<file path="src/common/lbbs_pkg.sv">
package lbbs_pkg;
   // timing
   localparam int unsigned CLK_HZ = 10_000_000;
   localparam int unsigned UNIT_MS = 100;
   localparam int unsigned UNIT_CYCLES = CLK_HZ / 1000 * UNIT_MS;
   localparam int TMR_W = 24;

   // register port
   localparam int AW = 8;
   localparam int DW = 32;
   localparam logic [7:0] ADDR_CMD = 8'h00;
   localparam logic [7:0] ADDR_RESP = 8'h04;
   localparam logic [7:0] ADDR_STAT = 8'h08;
   localparam logic [7:0] ADDR_CTRL = 8'h0c;
   localparam int STAT_BUSY = 0;
   localparam int STAT_RVLD = 1;
   localparam int STAT_IND_B = 2;
   localparam int STAT_IND_A = 3;
   localparam int STAT_BUZ = 4;
   localparam int CTRL_ABORT = 0;

   // frame layout
   localparam logic [3:0] FB_CLA = 4'h0;
   localparam logic [3:0] FB_INS = 4'h1;
   localparam logic [3:0] FB_P1 = 4'h2;
   localparam logic [3:0] FB_P2 = 4'h3;
   localparam logic [3:0] FB_LC = 4'h4;
   localparam logic [3:0] FB_DAT = 4'h5;
   localparam logic [7:0] DATA_MAX = 8'h04;
   localparam logic [3:0] DB_T1 = 4'h0;
   localparam logic [3:0] DB_T2 = 4'h1;
   localparam logic [3:0] DB_REP = 4'h2;
   localparam logic [3:0] DB_LINK = 4'h3;

   // command codes
   localparam logic [7:0] CLA_CODE = 8'hff;
   localparam logic [7:0] INS_CODE = 8'h00;
   localparam logic [7:0] P1_COMBO = 8'h40;
   localparam logic [7:0] P1_BUZ = 8'h42;
   localparam logic [7:0] P2_BUZ = 8'h00;
   localparam logic [7:0] LC_COMBO = 8'h04;
   localparam logic [7:0] LC_BUZ = 8'h03;

   // state_mask_byte fields
   localparam int MB_FIN_B = 0;
   localparam int MB_FIN_A = 1;
   localparam int MB_UPD_B = 2;
   localparam int MB_UPD_A = 3;
   localparam int MB_INI_B = 4;
   localparam int MB_INI_A = 5;
   localparam int MB_BLK_B = 6;
   localparam int MB_BLK_A = 7;

   // buzzer_link_select codes
   localparam logic [7:0] LINK_OFF = 8'h00;
   localparam logic [7:0] LINK_PH1 = 8'h01;
   localparam logic [7:0] LINK_PH2 = 8'h02;
   localparam logic [7:0] LINK_BOTH = 8'h03;

   // status words
   localparam logic [7:0] SW1_OK = 8'h90;
   localparam logic [7:0] SW1_ERR = 8'h63;
   localparam logic [7:0] SW2_ERR = 8'h00;
   localparam logic [7:0] SW2_BUZ_OK = 8'h00;
   localparam logic [15:0] RESP_RST = 16'h0000;

   typedef enum logic [2:0] {
      ST_IDLE = 3'b001,
      ST_PH1 = 3'b010,
      ST_PH2 = 3'b100
   } lbbs_seq_t;

   typedef enum logic [2:0] {
      K_BAD = 3'b001,
      K_COMBO = 3'b010,
      K_BUZ = 3'b100
   } lbbs_kind_t;
endpackage

</file>
<file path="src/common/lbbs_if.sv">
`timescale 1ns/1ps
interface lbbs_if;
   logic restart;
   logic tick;
   modport seq (output restart, input tick);
   modport tmr (input restart, output tick);
endinterface

</file>
<file path="src/logic/lbbs_tick.sv">
`timescale 1ns/1ps
module lbbs_tick #(
   parameter int unsigned TICK_CYCLES = lbbs_pkg::UNIT_CYCLES
) (
   // clock and reset
   input wire logic clk_sys_i,
   input wire logic reset_n_i,
   // sequencer side
   lbbs_if.tmr bus
);
   import lbbs_pkg::*;

   typedef struct packed {
      logic [TMR_W-1:0] cnt;
      logic tick;
   } lbbs_tmr_t;

   lbbs_tmr_t r;
   lbbs_tmr_t n;

   // restart realigns the unit grid to the start of each phase
   always_comb begin
      n = r;
      n.tick = 1'b0;
      if (bus.restart) begin
         n.cnt = '0;
      end else if (r.cnt == TMR_W'(TICK_CYCLES - 1)) begin
         n.cnt = '0;
         n.tick = 1'b1;
      end else begin
         n.cnt = r.cnt + TMR_W'(1);
      end
   end

   always_ff @(posedge clk_sys_i or negedge reset_n_i) begin
      if (!reset_n_i) begin
         r <= '0;
      end else begin
         r <= n;
      end
   end

   assign bus.tick = r.tick;
endmodule // lbbs_tick

</file>
<file path="src/logic/lbbs_top.sv">
// Behaviour
// - class ff ins 00 p1 40 lc 04 decoded
// - bit0 final b, bit1 final a
// - bits 2/3 gate steady update b/a
// - bits 4/5 initial blink level b/a
// - bits 6/7 enable blinking b/a
// - byte0 first phase, byte1 second, 100ms
// - byte2 repetitions; zero means no blink
// - byte3 buzzer link: off, ph1, ph2, both
// - success answers 90 and present levels
// - failure answers 63 00
// - final states applied after whole sequence
// - unmasked indicator keeps its steady state
// - phase times shape duty and buzzer
// - linked buzzer silent without repetitions
// - buzzer command ff 00 42 00 03
// - buzzer on, off times and repetitions
//
// Local design decisions: the strobed register port and the register addresses.
`timescale 1ns/1ps
module lbbs_top #(
   parameter int unsigned TICK_CYCLES = lbbs_pkg::UNIT_CYCLES
) (
   // clock and reset
   input wire logic clk_sys_i,
   input wire logic reset_n_i,
   // register port
   input wire logic [lbbs_pkg::AW-1:0] addr_i,
   input wire logic [lbbs_pkg::DW-1:0] wdata_i,
   input wire logic wr_i,
   input wire logic rd_i,
   output logic [lbbs_pkg::DW-1:0] rdata_o,
   // indicators and buzzer
   output logic indicator_a_o,
   output logic indicator_b_o,
   output logic buzzer_o
);
   import lbbs_pkg::*;

   typedef struct packed {
      logic [3:0] idx;
      logic [8:0][7:0] frm;
      lbbs_seq_t st;
      logic buz_mode;
      logic [7:0] mask;
      logic [7:0] t1;
      logic [7:0] t2;
      logic [7:0] link;
      logic [7:0] rem;
      logic [7:0] pcnt;
      logic steady_a;
      logic steady_b;
      logic ind_a;
      logic ind_b;
      logic buz;
      logic [15:0] resp;
      logic resp_vld;
      logic [31:0] rdata;
      logic restart;
   } lbbs_state_t;

   lbbs_state_t r;
   lbbs_state_t n;
   logic [8:0][7:0] fb;
   logic done_w;
   logic last_w;
   lbbs_kind_t kind_w;

   lbbs_if lnk ();

   lbbs_tick #(
      .TICK_CYCLES(TICK_CYCLES)
   ) u_tick (
      .clk_sys_i(clk_sys_i),
      .reset_n_i(reset_n_i),
      .bus(lnk.tmr)
   );

   function automatic lbbs_kind_t decode_cmd(input logic [8:0][7:0] f);
      if (f[FB_CLA] == CLA_CODE && f[FB_INS] == INS_CODE &&
          f[FB_P1] == P1_COMBO && f[FB_LC] == LC_COMBO) begin
         return K_COMBO;
      end else if (f[FB_CLA] == CLA_CODE && f[FB_INS] == INS_CODE &&
                   f[FB_P1] == P1_BUZ && f[FB_P2] == P2_BUZ &&
                   f[FB_LC] == LC_BUZ) begin
         return K_BUZ;
      end
      return K_BAD;
   endfunction

   // update only when masked in, otherwise keep the present level
   function automatic logic fin_lvl(input logic upd, input logic fin,
                                    input logic cur);
      return upd ? fin : cur;
   endfunction

   function automatic logic show_lvl(input logic blk, input logic ini,
                                     input lbbs_seq_t st,
                                     input logic steady);
      if (st == ST_IDLE || !blk) begin
         return steady;
      end
      return (st == ST_PH1) ? ini : ~ini;
   endfunction

   always_comb begin
      n = r;
      n.restart = 1'b0;
      n.rdata = '0;
      fb = r.frm;
      fb[r.idx] = wdata_i[7:0];
      kind_w = decode_cmd(fb);
      last_w = 1'b0;
      done_w = 1'b0;
      if (r.idx == FB_LC) begin
         // too long a frame cannot be held, so it ends here as a failure
         last_w = (wdata_i[7:0] == 8'h00) || (wdata_i[7:0] > DATA_MAX);
      end else if (r.idx > FB_LC) begin
         last_w = 8'(r.idx) == 8'(FB_LC) + r.frm[FB_LC];
      end
      if (wr_i && addr_i == ADDR_CMD) begin
         n.frm = fb;
         if (last_w) begin
            done_w = 1'b1;
            n.idx = '0;
         end else begin
            n.idx = r.idx + 4'h1;
         end
      end
      // phase sequencer; a zero length phase lasts one cycle
      // a tick left over from before a restart is dropped, else a unit is lost
      case (r.st)
         ST_IDLE: begin
         end
         ST_PH1: begin
            if (r.pcnt == 8'h00) begin
               n.st = ST_PH2;
               n.pcnt = r.t2;
               n.restart = 1'b1;
            end else if (lnk.tick && !r.restart) begin
               n.pcnt = r.pcnt - 8'h01;
            end
         end
         ST_PH2: begin
            if (r.pcnt == 8'h00) begin
               if (r.rem <= 8'h01) begin
                  n.st = ST_IDLE;
                  n.steady_a = fin_lvl(r.mask[MB_UPD_A], r.mask[MB_FIN_A],
                                       r.steady_a);
                  n.steady_b = fin_lvl(r.mask[MB_UPD_B], r.mask[MB_FIN_B],
                                       r.steady_b);
               end else begin
                  n.rem = r.rem - 8'h01;
                  n.st = ST_PH1;
                  n.pcnt = r.t1;
                  n.restart = 1'b1;
               end
            end else if (lnk.tick && !r.restart) begin
               n.pcnt = r.pcnt - 8'h01;
            end
         end
         default: begin
            n.st = ST_IDLE;
         end
      endcase
      // abort last, so that it beats a phase change in the same cycle
      if (wr_i && addr_i == ADDR_CTRL && wdata_i[CTRL_ABORT]) begin
         n.idx = '0;
         n.st = ST_IDLE;
      end
      // a command while a sequence runs is refused rather than queued
      if (done_w) begin
         n.resp_vld = 1'b1;
         if (r.st != ST_IDLE || kind_w == K_BAD) begin
            n.resp = {SW1_ERR, SW2_ERR};
         end else if (kind_w == K_COMBO) begin
            n.buz_mode = 1'b0;
            n.mask = fb[FB_P2];
            n.t1 = fb[FB_DAT + DB_T1];
            n.t2 = fb[FB_DAT + DB_T2];
            n.rem = fb[FB_DAT + DB_REP];
            n.link = fb[FB_DAT + DB_LINK];
            if (fb[FB_DAT + DB_REP] == 8'h00) begin
               // no sequence: final states take effect at once
               n.steady_a = fin_lvl(fb[FB_P2][MB_UPD_A], fb[FB_P2][MB_FIN_A],
                                    r.steady_a);
               n.steady_b = fin_lvl(fb[FB_P2][MB_UPD_B], fb[FB_P2][MB_FIN_B],
                                    r.steady_b);
               n.resp = {SW1_OK, 6'h00, n.steady_a, n.steady_b};
            end else begin
               n.st = ST_PH1;
               n.pcnt = fb[FB_DAT + DB_T1];
               n.restart = 1'b1;
               n.resp = {SW1_OK, 6'h00, r.steady_a, r.steady_b};
            end
         end else begin
            n.buz_mode = 1'b1;
            n.mask = 8'h00;
            n.link = LINK_PH1;
            n.t1 = fb[FB_DAT + DB_T1];
            n.t2 = fb[FB_DAT + DB_T2];
            n.rem = fb[FB_DAT + DB_REP];
            n.resp = {SW1_OK, SW2_BUZ_OK};
            if (fb[FB_DAT + DB_REP] != 8'h00) begin
               n.st = ST_PH1;
               n.pcnt = fb[FB_DAT + DB_T1];
               n.restart = 1'b1;
            end
         end
      end else if (rd_i && addr_i == ADDR_RESP) begin
         n.resp_vld = 1'b0;
      end
      n.ind_a = show_lvl(n.mask[MB_BLK_A], n.mask[MB_INI_A], n.st,
                         n.steady_a);
      n.ind_b = show_lvl(n.mask[MB_BLK_B], n.mask[MB_INI_B], n.st,
                         n.steady_b);
      // idle forces silence, so zero repetitions never sound it
      if (n.st == ST_IDLE) begin
         n.buz = 1'b0;
      end else if (n.buz_mode) begin
         n.buz = (n.st == ST_PH1);
      end else begin
         n.buz = (n.st == ST_PH1 && (n.link == LINK_PH1 ||
                                     n.link == LINK_BOTH)) ||
                 (n.st == ST_PH2 && (n.link == LINK_PH2 ||
                                     n.link == LINK_BOTH));
      end
      if (rd_i) begin
         case (addr_i)
            ADDR_RESP: begin
               n.rdata[15:0] = r.resp;
            end
            ADDR_STAT: begin
               n.rdata[STAT_BUSY] = (r.st != ST_IDLE);
               n.rdata[STAT_RVLD] = r.resp_vld;
               n.rdata[STAT_IND_B] = r.ind_b;
               n.rdata[STAT_IND_A] = r.ind_a;
               n.rdata[STAT_BUZ] = r.buz;
            end
            default: begin
               n.rdata = '0;
            end
         endcase
      end
   end

   always_ff @(posedge clk_sys_i or negedge reset_n_i) begin
      if (!reset_n_i) begin
         r <= '0;
         r.st <= ST_IDLE;
         r.resp <= RESP_RST;
      end else begin
         r <= n;
      end
   end

   assign lnk.restart = r.restart;
   assign rdata_o = r.rdata;
   assign indicator_a_o = r.ind_a;
   assign indicator_b_o = r.ind_b;
   assign buzzer_o = r.buz;
endmodule // lbbs_top

</file>
<file path="config.mk">
export PLATFORM = sky130hd
export DESIGN_NAME = lbbs_top
export DESIGN_NICKNAME = d
export VERILOG_FILES = /design/src/common/lbbs_pkg.sv /design/src/common/lbbs_if.sv /design/src/logic/lbbs_tick.sv /design/src/logic/lbbs_top.sv
export SDC_FILE = /design/constraint.sdc
export NUM_CORES = 1
export LEC_CHECK = 0
export BUFFER_PORTS_ARGS = -buffer_cell sky130_fd_sc_hd__buf_2
export CORE_ASPECT_RATIO = 1.25
export CORE_MARGIN = 2
export CORE_UTILIZATION = 60
export CTS_CLUSTER_SIZE = 25
export DETAILED_ROUTE_END_ITERATION = 10
export PLACE_DENSITY_LB_ADDON = 0.25
export SYNTH_ARGS = -nofsm -noshare
export SYNTH_HDL_FRONTEND = slang
export SYNTH_SLANG_ARGS = --single-unit
</file>
<file path="constraint.sdc">
create_clock -name clk_sys_i -period 10.1 [get_ports clk_sys_i]
set_clock_uncertainty 0.15 [all_clocks]
set_input_delay 2.02 -clock clk_sys_i [delete_from_list [all_inputs] [get_ports clk_sys_i]]
set_output_delay 2.02 -clock clk_sys_i [all_outputs]
set_load 0.005 [all_outputs]
</file>
# After elaboration in Yosys (flattened, before gate mapping)
# Cells that the tools add are included.
[word_totals]
register_bits = 208
latch_bits = 0
mem_bits_rw = 0
rom_bits = 0
input_bits = 44
output_inout_bits = 35
memories = 0
[op_classes]
add_sub_neg = 5
multipliers = 0
div_mod_pow = 0
n_lt_le_gt_ge = 5
eq_ne = 23
shifts = 0
n_mux = 74
bitwise = 3
reduce_logical = 34
[op_table]
columns = ["op", "count"]
rows = [
  ["54-bit two-way mux", 2],
  ["76-bit two-way mux", 1],
  ["72-bit bitwise mux", 1],
  ["8-bit two-way mux", 8],
  ["52-bit two-way mux", 1],
  ["8-bit zero test", 6],
  ["16-bit two-way mux", 3],
  ["24-bit two-way mux", 2],
  ["8-bit demux with 4-bit select", 1],
  ["1-bit two-way mux", 32],
  ["24-bit by 1-bit adder with 24-bit output, second input constant", 1],
  ["24-bit by 20-bit == test with 1-bit output, second input constant", 1],
  ["8-bit by 2-bit == test with 1-bit output, second input constant", 3],
  ["3-bit two-way mux", 8],
  ["8-bit by 3-bit == test with 1-bit output, second input constant", 2],
  ["8-bit by 4-bit == test with 1-bit output, second input constant", 2],
  ["8-bit by 7-bit == test with 1-bit output, second input constant", 2],
  ["2-bit two-way mux", 8],
  ["8-bit one-hot mux with 2 select lines", 1],
  ["8-bit by 1-bit subtractor with 8-bit output, second input constant", 2],
  ["1-bit logical AND", 14],
  ["11-bit two-way mux", 1],
  ["5-bit one-hot mux with 2 select lines", 1],
  ["3-bit by 1-bit == test with 1-bit output, second input constant", 3],
  ["23 further kinds", 38],
]

# Depth between registers and ports, before layout
# Gate-level depths: netlist (run 1).
[depth]
depth_word = 23
depth_mapped = 14
depth_no_buf = 10

# Modules after synthesis
# A second synthesis (run 1) with hierarchy kept.
[hier_totals]
cells_unflattened = 905
area_unflattened_um2 = 9111.2
[modules_own_cells]
columns = ["mod", "instances", "cells_per_inst", "area_per_inst_um2", "seq_area_each_um2"]
rows = [
  ["lbbs_top", 1, 778, 7867.5, 3654.8],
  ["lbbs_tick", 1, 127, 1243.7, 625.6],
]

# Worst setup path after synthesis (run 1)
# No wires, ideal clock.
[synth_path]
path_type = "input port to flip-flop"
startpoint = "input wdata_i[1] (netlist bit)"
endpoint = "register r, in the netlist indicator_a_o"
t_arrival_ps = 4225
setup_slack_ps = 5597
stages = 10
path_buffers = 2
cell_sequence = "clkbuf_1 > nor2_1 > nand3_1 > o31ai_1 > a41oi_2 > or4_1 > buf_2 > and2_1 > o22ai_1 > mux2_1"
[synth_rtl]
columns = ["element", "line_no", "text"]
rows = [
  ["start, declared", "lbbs_top.sv:29", "input wire logic [lbbs_pkg::DW-1:0] wdata_i,"],
  ["end signal, assigned", "lbbs_top.sv:253", "r <= n;"],
  ["end, declared", "lbbs_top.sv:62", "lbbs_state_t r;"],
]

==> results of run 1 <==
[power groups by stage]
stage          sequential (mW)  clock (mW)  combinational, mW
6_report                 0.698       0.648             0.0752
5_1_grt                  0.699       0.687             0.0839
4_1_cts                  0.698       0.655             0.0755
3_5_place_dp             0.711           0             0.0752
3_3_place_gp             0.710           0             0.0731
2_1_floorplan            0.709           0             0.0525
[flip-flops by register name, summed over array words and instances, names as in the netlist]
name,cells
buzzer_o,1
indicator_a_o,1
indicator_b_o,1
lnk.restart,1
r,135
rdata_o,7
u_tick.bus.tick,1
u_tick.r,24
[cells by family (layout without fill, tap and decap cells)]
family / count (synthesis) / in the layout / share of synthesized area
adders and majority gates: 9 / 9 / 0.0125
AOI/OAI and AO/OA: 155 / 155 / 0.106
DFF: 171 / 171 / 0.476
and+or+nand+nor: 313 / 313 / 0.179
xor gates and xnor gates: 26 / 26 / 0.0253
other: 1 / 21 / 0.000417
buffers and inverters: 91 / 80 / 0.0544
muxes: 122 / 122 / 0.147
[through the flow]
| stage | hold slack, ns | util | power [mW] | cell area (sq um) | worst slack (ns) |
|---|---|---|---|---|---|
| after floorplan | 0.283 | - | 0.762 | 9070 | 5.60 |
| after global placement | 0.294 | 0.611 | 0.783 | 9060 | 4.63 |
| after detailed placement | 0.305 | 0.611 | 0.786 | 9060 | 4.60 |
| after CTS | 0.319 | 0.650 | 1.43 | 9630 | 5.05 |
| after global routing | 0.354 | 0.650 | 1.47 | 9630 | 4.84 |
| final | 0.318 | 0.650 | 1.42 | 9630 | 5.04 |
[area by class of cell]
cell class,count,area [sq um],share of cell area
Clock buffer,19,433,0.0449
Clock inverter,13,141,0.0147
Inverter,12,45.0,0.00468
Multi-Input combinational cell,646,4310,0.448
Sequential cell,171,4280,0.444
Tap cell,182,228,0.0236
Timing Repair Buffer,36,194,0.0201
[routing by layer]
metal  GRT usage  vias up  wire (microns)
met5           0        -               0
met4       0.108        0             514
met3      0.0447       36             661
met2       0.446      168           10200
met1       0.335     3373            8690
li1            -     3112               -
[worst max-delay path by stage]
stage	startpoint	end	depth (start not counted)
final	wdata_i[6]	indicator_b_o$_DFF_PN0_	9
after global routing	wdata_i[7]	indicator_b_o$_DFF_PN0_	9
after CTS	wdata_i[1]	indicator_b_o$_DFF_PN0_	9
after detailed placement	wdata_i[0]	indicator_b_o$_DFF_PN0_	9
after global placement	wdata_i[7]	indicator_b_o$_DFF_PN0_	9
after floorplan	wdata_i[1]	indicator_a_o$_DFF_PN0_	10
[cells in the mapped netlist (3+ instances only)]
cell type | number | area (sq um)
a22o_1 | 5 | 43.8
nand4_1 | 10 | 62.6
a21oi_1 | 54 | 270
o21a_1 | 5 | 37.5
nor2_1 | 89 | 334
ha_1 | 9 | 113
mux2_2 | 71 | 800
nand2_1 | 66 | 248
nand3_1 | 30 | 150
or2_2 | 4 | 25.0
o31ai_1 | 7 | 52.6
xnor2_1 | 14 | 123
nor2b_1 | 5 | 31.3
o21ai_0 | 45 | 225
buf_2 | 4 | 20.0
and4_1 | 4 | 35.0
buf_6 | 3 | 33.8
nand3b_1 | 3 | 22.5
o22ai_1 | 8 | 50.1
inv_1 | 12 | 45.0
and3_1 | 11 | 68.8
dfrtp_1 | 170 | 4250
clkbuf_1 | 39 | 146
buf_4 | 32 | 240
and2_1 | 14 | 87.6
nor4_1 | 15 | 93.8
a211oi_1 | 5 | 37.5
or4_1 | 5 | 37.5
nor3b_1 | 8 | 60.1
xor2_1 | 12 | 105
or3_1 | 15 | 93.8
nor3_1 | 15 | 75.1
mux2i_1 | 47 | 470
[worst min-delay path, delay by kind of cell (launching register included)]
kind	cells	cell delay, ns
and+or+nand+nor	2	0.11
DFF	1	0.32
==> results.py, run 1 <==
metrics = {
    "final_layout": {
        "stdcell_count": 1079,
        "num-nets-final": 937,
        "layout-drive-gt1-share": 0.176,
        "final_cell_mix": "dfrtp_1 (170), nor2_1 (89), mux2_2 (71), nand2_1 (66), a21oi_1 (54)",
        "syn2layout_area_growth_pct": 7.02,
        "diodes": 0,
        "fillers": 1158,
        "final_common_cell": "dfrtp_1",
    },
    "global_route": {
        "grt_pass1_vias": 6565,
        "grt_pass1_wl_mm": 33.0,
        "grt_antenna_before_repair": 0,
        "track_usage": 0.263,
        "grt_overflow": 0,
        "grt_start_max_net_pins": 95,
    },
    "power": {
        "p_leak_nw": 4.65,
        "combPwrFrac": 0.053,
        "seqPwrFrac": 0.491,
        "p_sw_uw": 339,
        "p_sw_frac": 0.239,
        "power_frac_clock": 0.456,
        "internal-power_mw": 1.08,
        "vdd_ir_drop_max_uv": 127,
        "powerDensity_nw_per_um2": 148,
    },
    "drt": {
        "wl_per_cell_microns": 18.6,
        "ant_nets": 0,
        "drtPass1Iterations": 4,
        "drc": 0,
        "routed_wl_mm": 20.1,
        "vias": 6689,
        "viasPerCell": 6.20,
        "dr.first_iter.drc_count": 484,
    },
    "clock_network": {
        "clk_path_buf_depth": 2,
        "cts_root_buf": "clkbuf_16",
        "post_cts_buffers": 0,
        "cts_hold_buffers": 0,
        "clkTransAtPathRegs_ns": 0.07,
        "cts_tree": "built",
        "post_cts_resize_count": 0,
        "cts_sinks": 171,
        "clk_latency_ns": 0.44,
        "htree_levels": 4,
        "cts-buffers-inserted": 17,
    },
    "worst_setup_path": {
        "worstPathRequired_ns": 10.26,
        "endpoint_kind": "flop",
        "rr_startpoint": "r[179]$_DFFE_PN0P_",
        "cp_max_fo": 18,
        "r2r_end": "indicator_b_o$_DFF_PN0_",
        "cp.arrival_ns": 5.22,
        "crit_chain": "buf_2 -> nand3_1 -> mux2_2 -> o31ai_1 -> nand4b_1 -> or4_1 -> nor2b_4 -> o22ai_1 -> mux2_1",
        "critPathBufInv": 1,
        "worst_path_max_delay_cell": "or4_1",
        "rr_worst_depth": 10,
        "slowest_delay_ns": 0.83,
        "reg2reg_slack_ns": 5.59,
        "critPathKind": "input port to flop",
        "crit_path_start_kind": "input port",
        "cp_top_family": "simple AND/OR/NAND/NOR gates",
    },
    "synth": {
        "ys_warn_count": 0,
        "synthArstFlopShare": 1.00,
        "synthCells": 888,
        "synth_area_sq_um": 9000,
        "synth-edff-count": 0,
        "ys_types": 70,
        "synth.avg_cell_area_sq_um": 10.1,
        "synth_ff_type": "dfrtp_1",
        "synth_seq_area_share": 0.476,
        "synth.ff_latch_count": 171,
    },
    "floorplan": {
        "start_util": 0.607,
        "rows": 50,
        "core_sq_um": 14800,
        "die_w_microns": 114,
        "die_h_microns": 141,
        "die-area_sq_um": 16000,
        "io_pins": 79,
    },
    "flow_run": {
        "maxCapViolCount": 0,
    },
    "placement": {
        "place_hpwl_mm": 13.6,
        "dp_cells": 1047,
        "gp_congestion": 0.920,
        "port_buffers": 33,
    },
    "sta": {
        "rsz0062_at_grt": "no",
        "min_period_ns": 5.06,
        "slew_headroom": 0.371,
        "fin_crit_sh": 0.501,
        "worst_pin_slew_ns": 0.943,
        "setup_viol": 0,
        "hold_viol": 0,
        "finalMaxSlewViolations": 0,
        "fmax_ghz": 0.198,
        "fin_tns_setup_ns": 0,
    },
    "hold_path": {
        "hold_class": "flop to flop",
        "whs_path_depth": 2,
        "min-delay-start": "r[72]$_DFF_PN0_",
        "min_to": "r[72]$_DFF_PN0_",
    },
    "outcome": {
        "outcome": "complete, no violations",
    },
}
(Power assumes the default switching activity.)
==> inputs of run 2 (changes only) <==
Settings changed: CORE_UTILIZATION 60 to 54.
Clock period 10.1 ns to 4.2 ns, I/O delays scaled along.
==> run 2 against run 1 <==
  * Non-clock buffer count rose by 21
  * Wire length barely moved
  * Critical path depth rose by 1
  * Clock-buffer cell count did not move
  * Cell count rose by 5.1%
  * Global-route usage fell by 2.4 points
  * Critical path type is now flop to flop
  * Critical endpoint is now indicator_a_o$_DFF_PN0_
  * Largest power group unchanged
==> results.py, run 2 (synthesized netlist as in run 1, its figures left out) <==
metrics = {
    "drt": {
        "drtPass1Iterations": 5,
        "vias": 6594,
        "ant_nets": 0,
        "wl_per_cell_microns": 17.7,
        "dr.first_iter.drc_count": 595,
        "viasPerCell": 5.81,
        "drc": 0,
        "routed_wl_mm": 20.1,
    },
    "sta": {
        "fin_tns_setup_ns": 0,
        "setup_viol": 0,
        "min_period_ns": 3.92,
        "finalMaxSlewViolations": 0,
        "slew_headroom": 0.361,
        "fin_crit_sh": 0.933,
        "worst_pin_slew_ns": 0.955,
        "holdWs_ns": 0.223,
        "fmax_ghz": 0.255,
        "hold_viol": 0,
        "rsz0062_at_grt": "no",
    },
    "clock_network": {
        "clkTransAtPathRegs_ns": 0.07,
        "cts-buffers-inserted": 17,
        "cts_root_buf": "clkbuf_16",
        "cts_sinks": 171,
        "cts_tree": "built",
        "clk_latency_ns": 0.43,
        "clk_path_buf_depth": 2,
        "htree_levels": 4,
        "post_cts_resize_count": 0,
        "cts_hold_buffers": 0,
        "post_cts_buffers": 0,
    },
    "outcome": {
        "outcome": "complete, no violations",
    },
    "worst_setup_path": {
        "cp_max_fo": 9,
        "critPathBufInv": 1,
        "slowest_delay_ns": 0.72,
        "worstPathRequired_ns": 4.36,
        "r2r_end": "indicator_a_o$_DFF_PN0_",
        "worst_path_max_delay_cell": "or4_1",
        "rr_startpoint": "r[179]$_DFFE_PN0P_",
        "crit_chain": "inv_1 -> ha_1 -> nor3b_1 -> mux2_2 -> o31ai_1 -> nand4b_1 -> or4_1 -> and2_1 -> o22ai_1 -> mux2_1",
        "reg2reg_slack_ns": 0.28,
        "cp.arrival_ns": 4.08,
        "cp-startpoint": "r[179]$_DFFE_PN0P_",
        "critPathKind": "flop to flop",
        "crit_path_start_kind": "flop",
        "cp_top_family": "simple AND/OR/NAND/NOR gates",
        "rr_worst_depth": 10,
        "endpoint_kind": "flop",
    },
    "global_route": {
        "grt_start_max_net_pins": 88,
        "grt.met2_usage": 0.405,
        "grt_pass1_vias": 6516,
        "track_usage": 0.239,
        "grt_pass1_wl_mm": 33.2,
        "grt_overflow": 0,
        "grt_use_met3": 0.0341,
        "use_met1": 0.315,
        "grt_antenna_before_repair": 0,
        "top_usage_layer": "met2",
    },
    "power": {
        "vdd_ir_drop_max_uv": 252,
        "powerDensity_nw_per_um2": 353,
        "p_leak_nw": 4.77,
        "power_mw": 3.49,
    },
    "final_layout": {
        "fillers": 1385,
        "syn2layout_area_growth_pct": 9.66,
        "final_cell_mix": "dfrtp_1 (170), nor2_1 (89), mux2_2 (71), nand2_1 (66), a21oi_1 (54)",
        "regMostFlops": "r",
        "diodes": 0,
        "final_common_cell": "dfrtp_1",
        "largest_register_ffs": 135,
        "layout-drive-gt1-share": 0.196,
        "num-nets-final": 958,
    },
    "floorplan": {
        "start_util": 0.553,
        "core_sq_um": 16300,
        "io_pins": 79,
        "die_h_microns": 148,
        "die_w_microns": 119,
        "die-area_sq_um": 17700,
        "rows": 52,
    },
    "placement": {
        "gp_congestion": 0.902,
        "place_hpwl_mm": 13.9,
        "port_buffers": 33,
    },
    "flow_run": {
        "maxCapViolCount": 0,
    },
    "hold_path": {
        "hold_class": "input port to asynchronous set/reset pin",
    },
}
## run 2: cell count changes in the layout (fill, tap and decap cells not counted)
cell,change
clkbuf_8,+1
clkbuf_1,-1
clkinvlp_4,-1
inv_6,+2
clkinv_4,+1
buf_12,+1
clkinv_2,-3
inv_8,+1
buf_4,+20
## run 2: report_power, final
group / switching, mW / internal (mW)
registers: 0.0165 / 1.66
clock network: 0.702 / 0.910
logic: 0.126 / 0.0686
## run 2: through the flow
stage	setup slack [ns]	cells	utilization	instance area, sq um
2_1_floorplan	0.820	908	-	9070
3_3_place_gp	0.471	1102	0.570	9270
3_5_place_dp	0.392	1102	0.570	9270
4_1_cts	0.371	1134	0.607	9870
5_1_grt	0.0471	1134	0.607	9870
6_report	0.280	1134	0.607	9870
## run 2: worst max path at each step
stage	end	slack [ns]	cells after the start
after CTS	indicator_a_o$_DFF_PN0_	0.37	10
after global placement	indicator_a_o$_DFF_PN0_	0.47	10
final	indicator_a_o$_DFF_PN0_	0.28	10
after floorplan	indicator_a_o$_DFF_PN0_	0.82	11
after global routing	indicator_b_o$_DFF_PN0_	0.05	10
after detailed placement	indicator_a_o$_DFF_PN0_	0.39	10
## run 2: final cells by class
| type | count | area (sq um) | area share |
|---|---|---|---|
| clock inverter | 13 | 156 | 0.0158 |
| sequential | 171 | 4280 | 0.434 |
| clock buffer | 19 | 443 | 0.0449 |
| inverter | 12 | 45.0 | 0.00456 |
| tap | 216 | 270 | 0.0274 |
| multi-input combinational | 646 | 4310 | 0.437 |
| timing repair buffer | 57 | 364 | 0.0369 |
## run 2: worst register-to-register path, cell delays in order (launching register included)
cell      delay (ns)
dfrtp_1         0.47
inv_1           0.11
ha_1            0.28
nor3b_1         0.32
mux2_2          0.37
o31ai_1         0.44
nand4b_1        0.15
or4_1           0.72
and2_1          0.27
o22ai_1         0.14
mux2_1          0.36
## run 2: routing by layer
metal,wire [microns],vias up
met5,0,-
li1,-,3158
met2,10000,155
met1,8950,3248
met4,389,0
met3,737,33
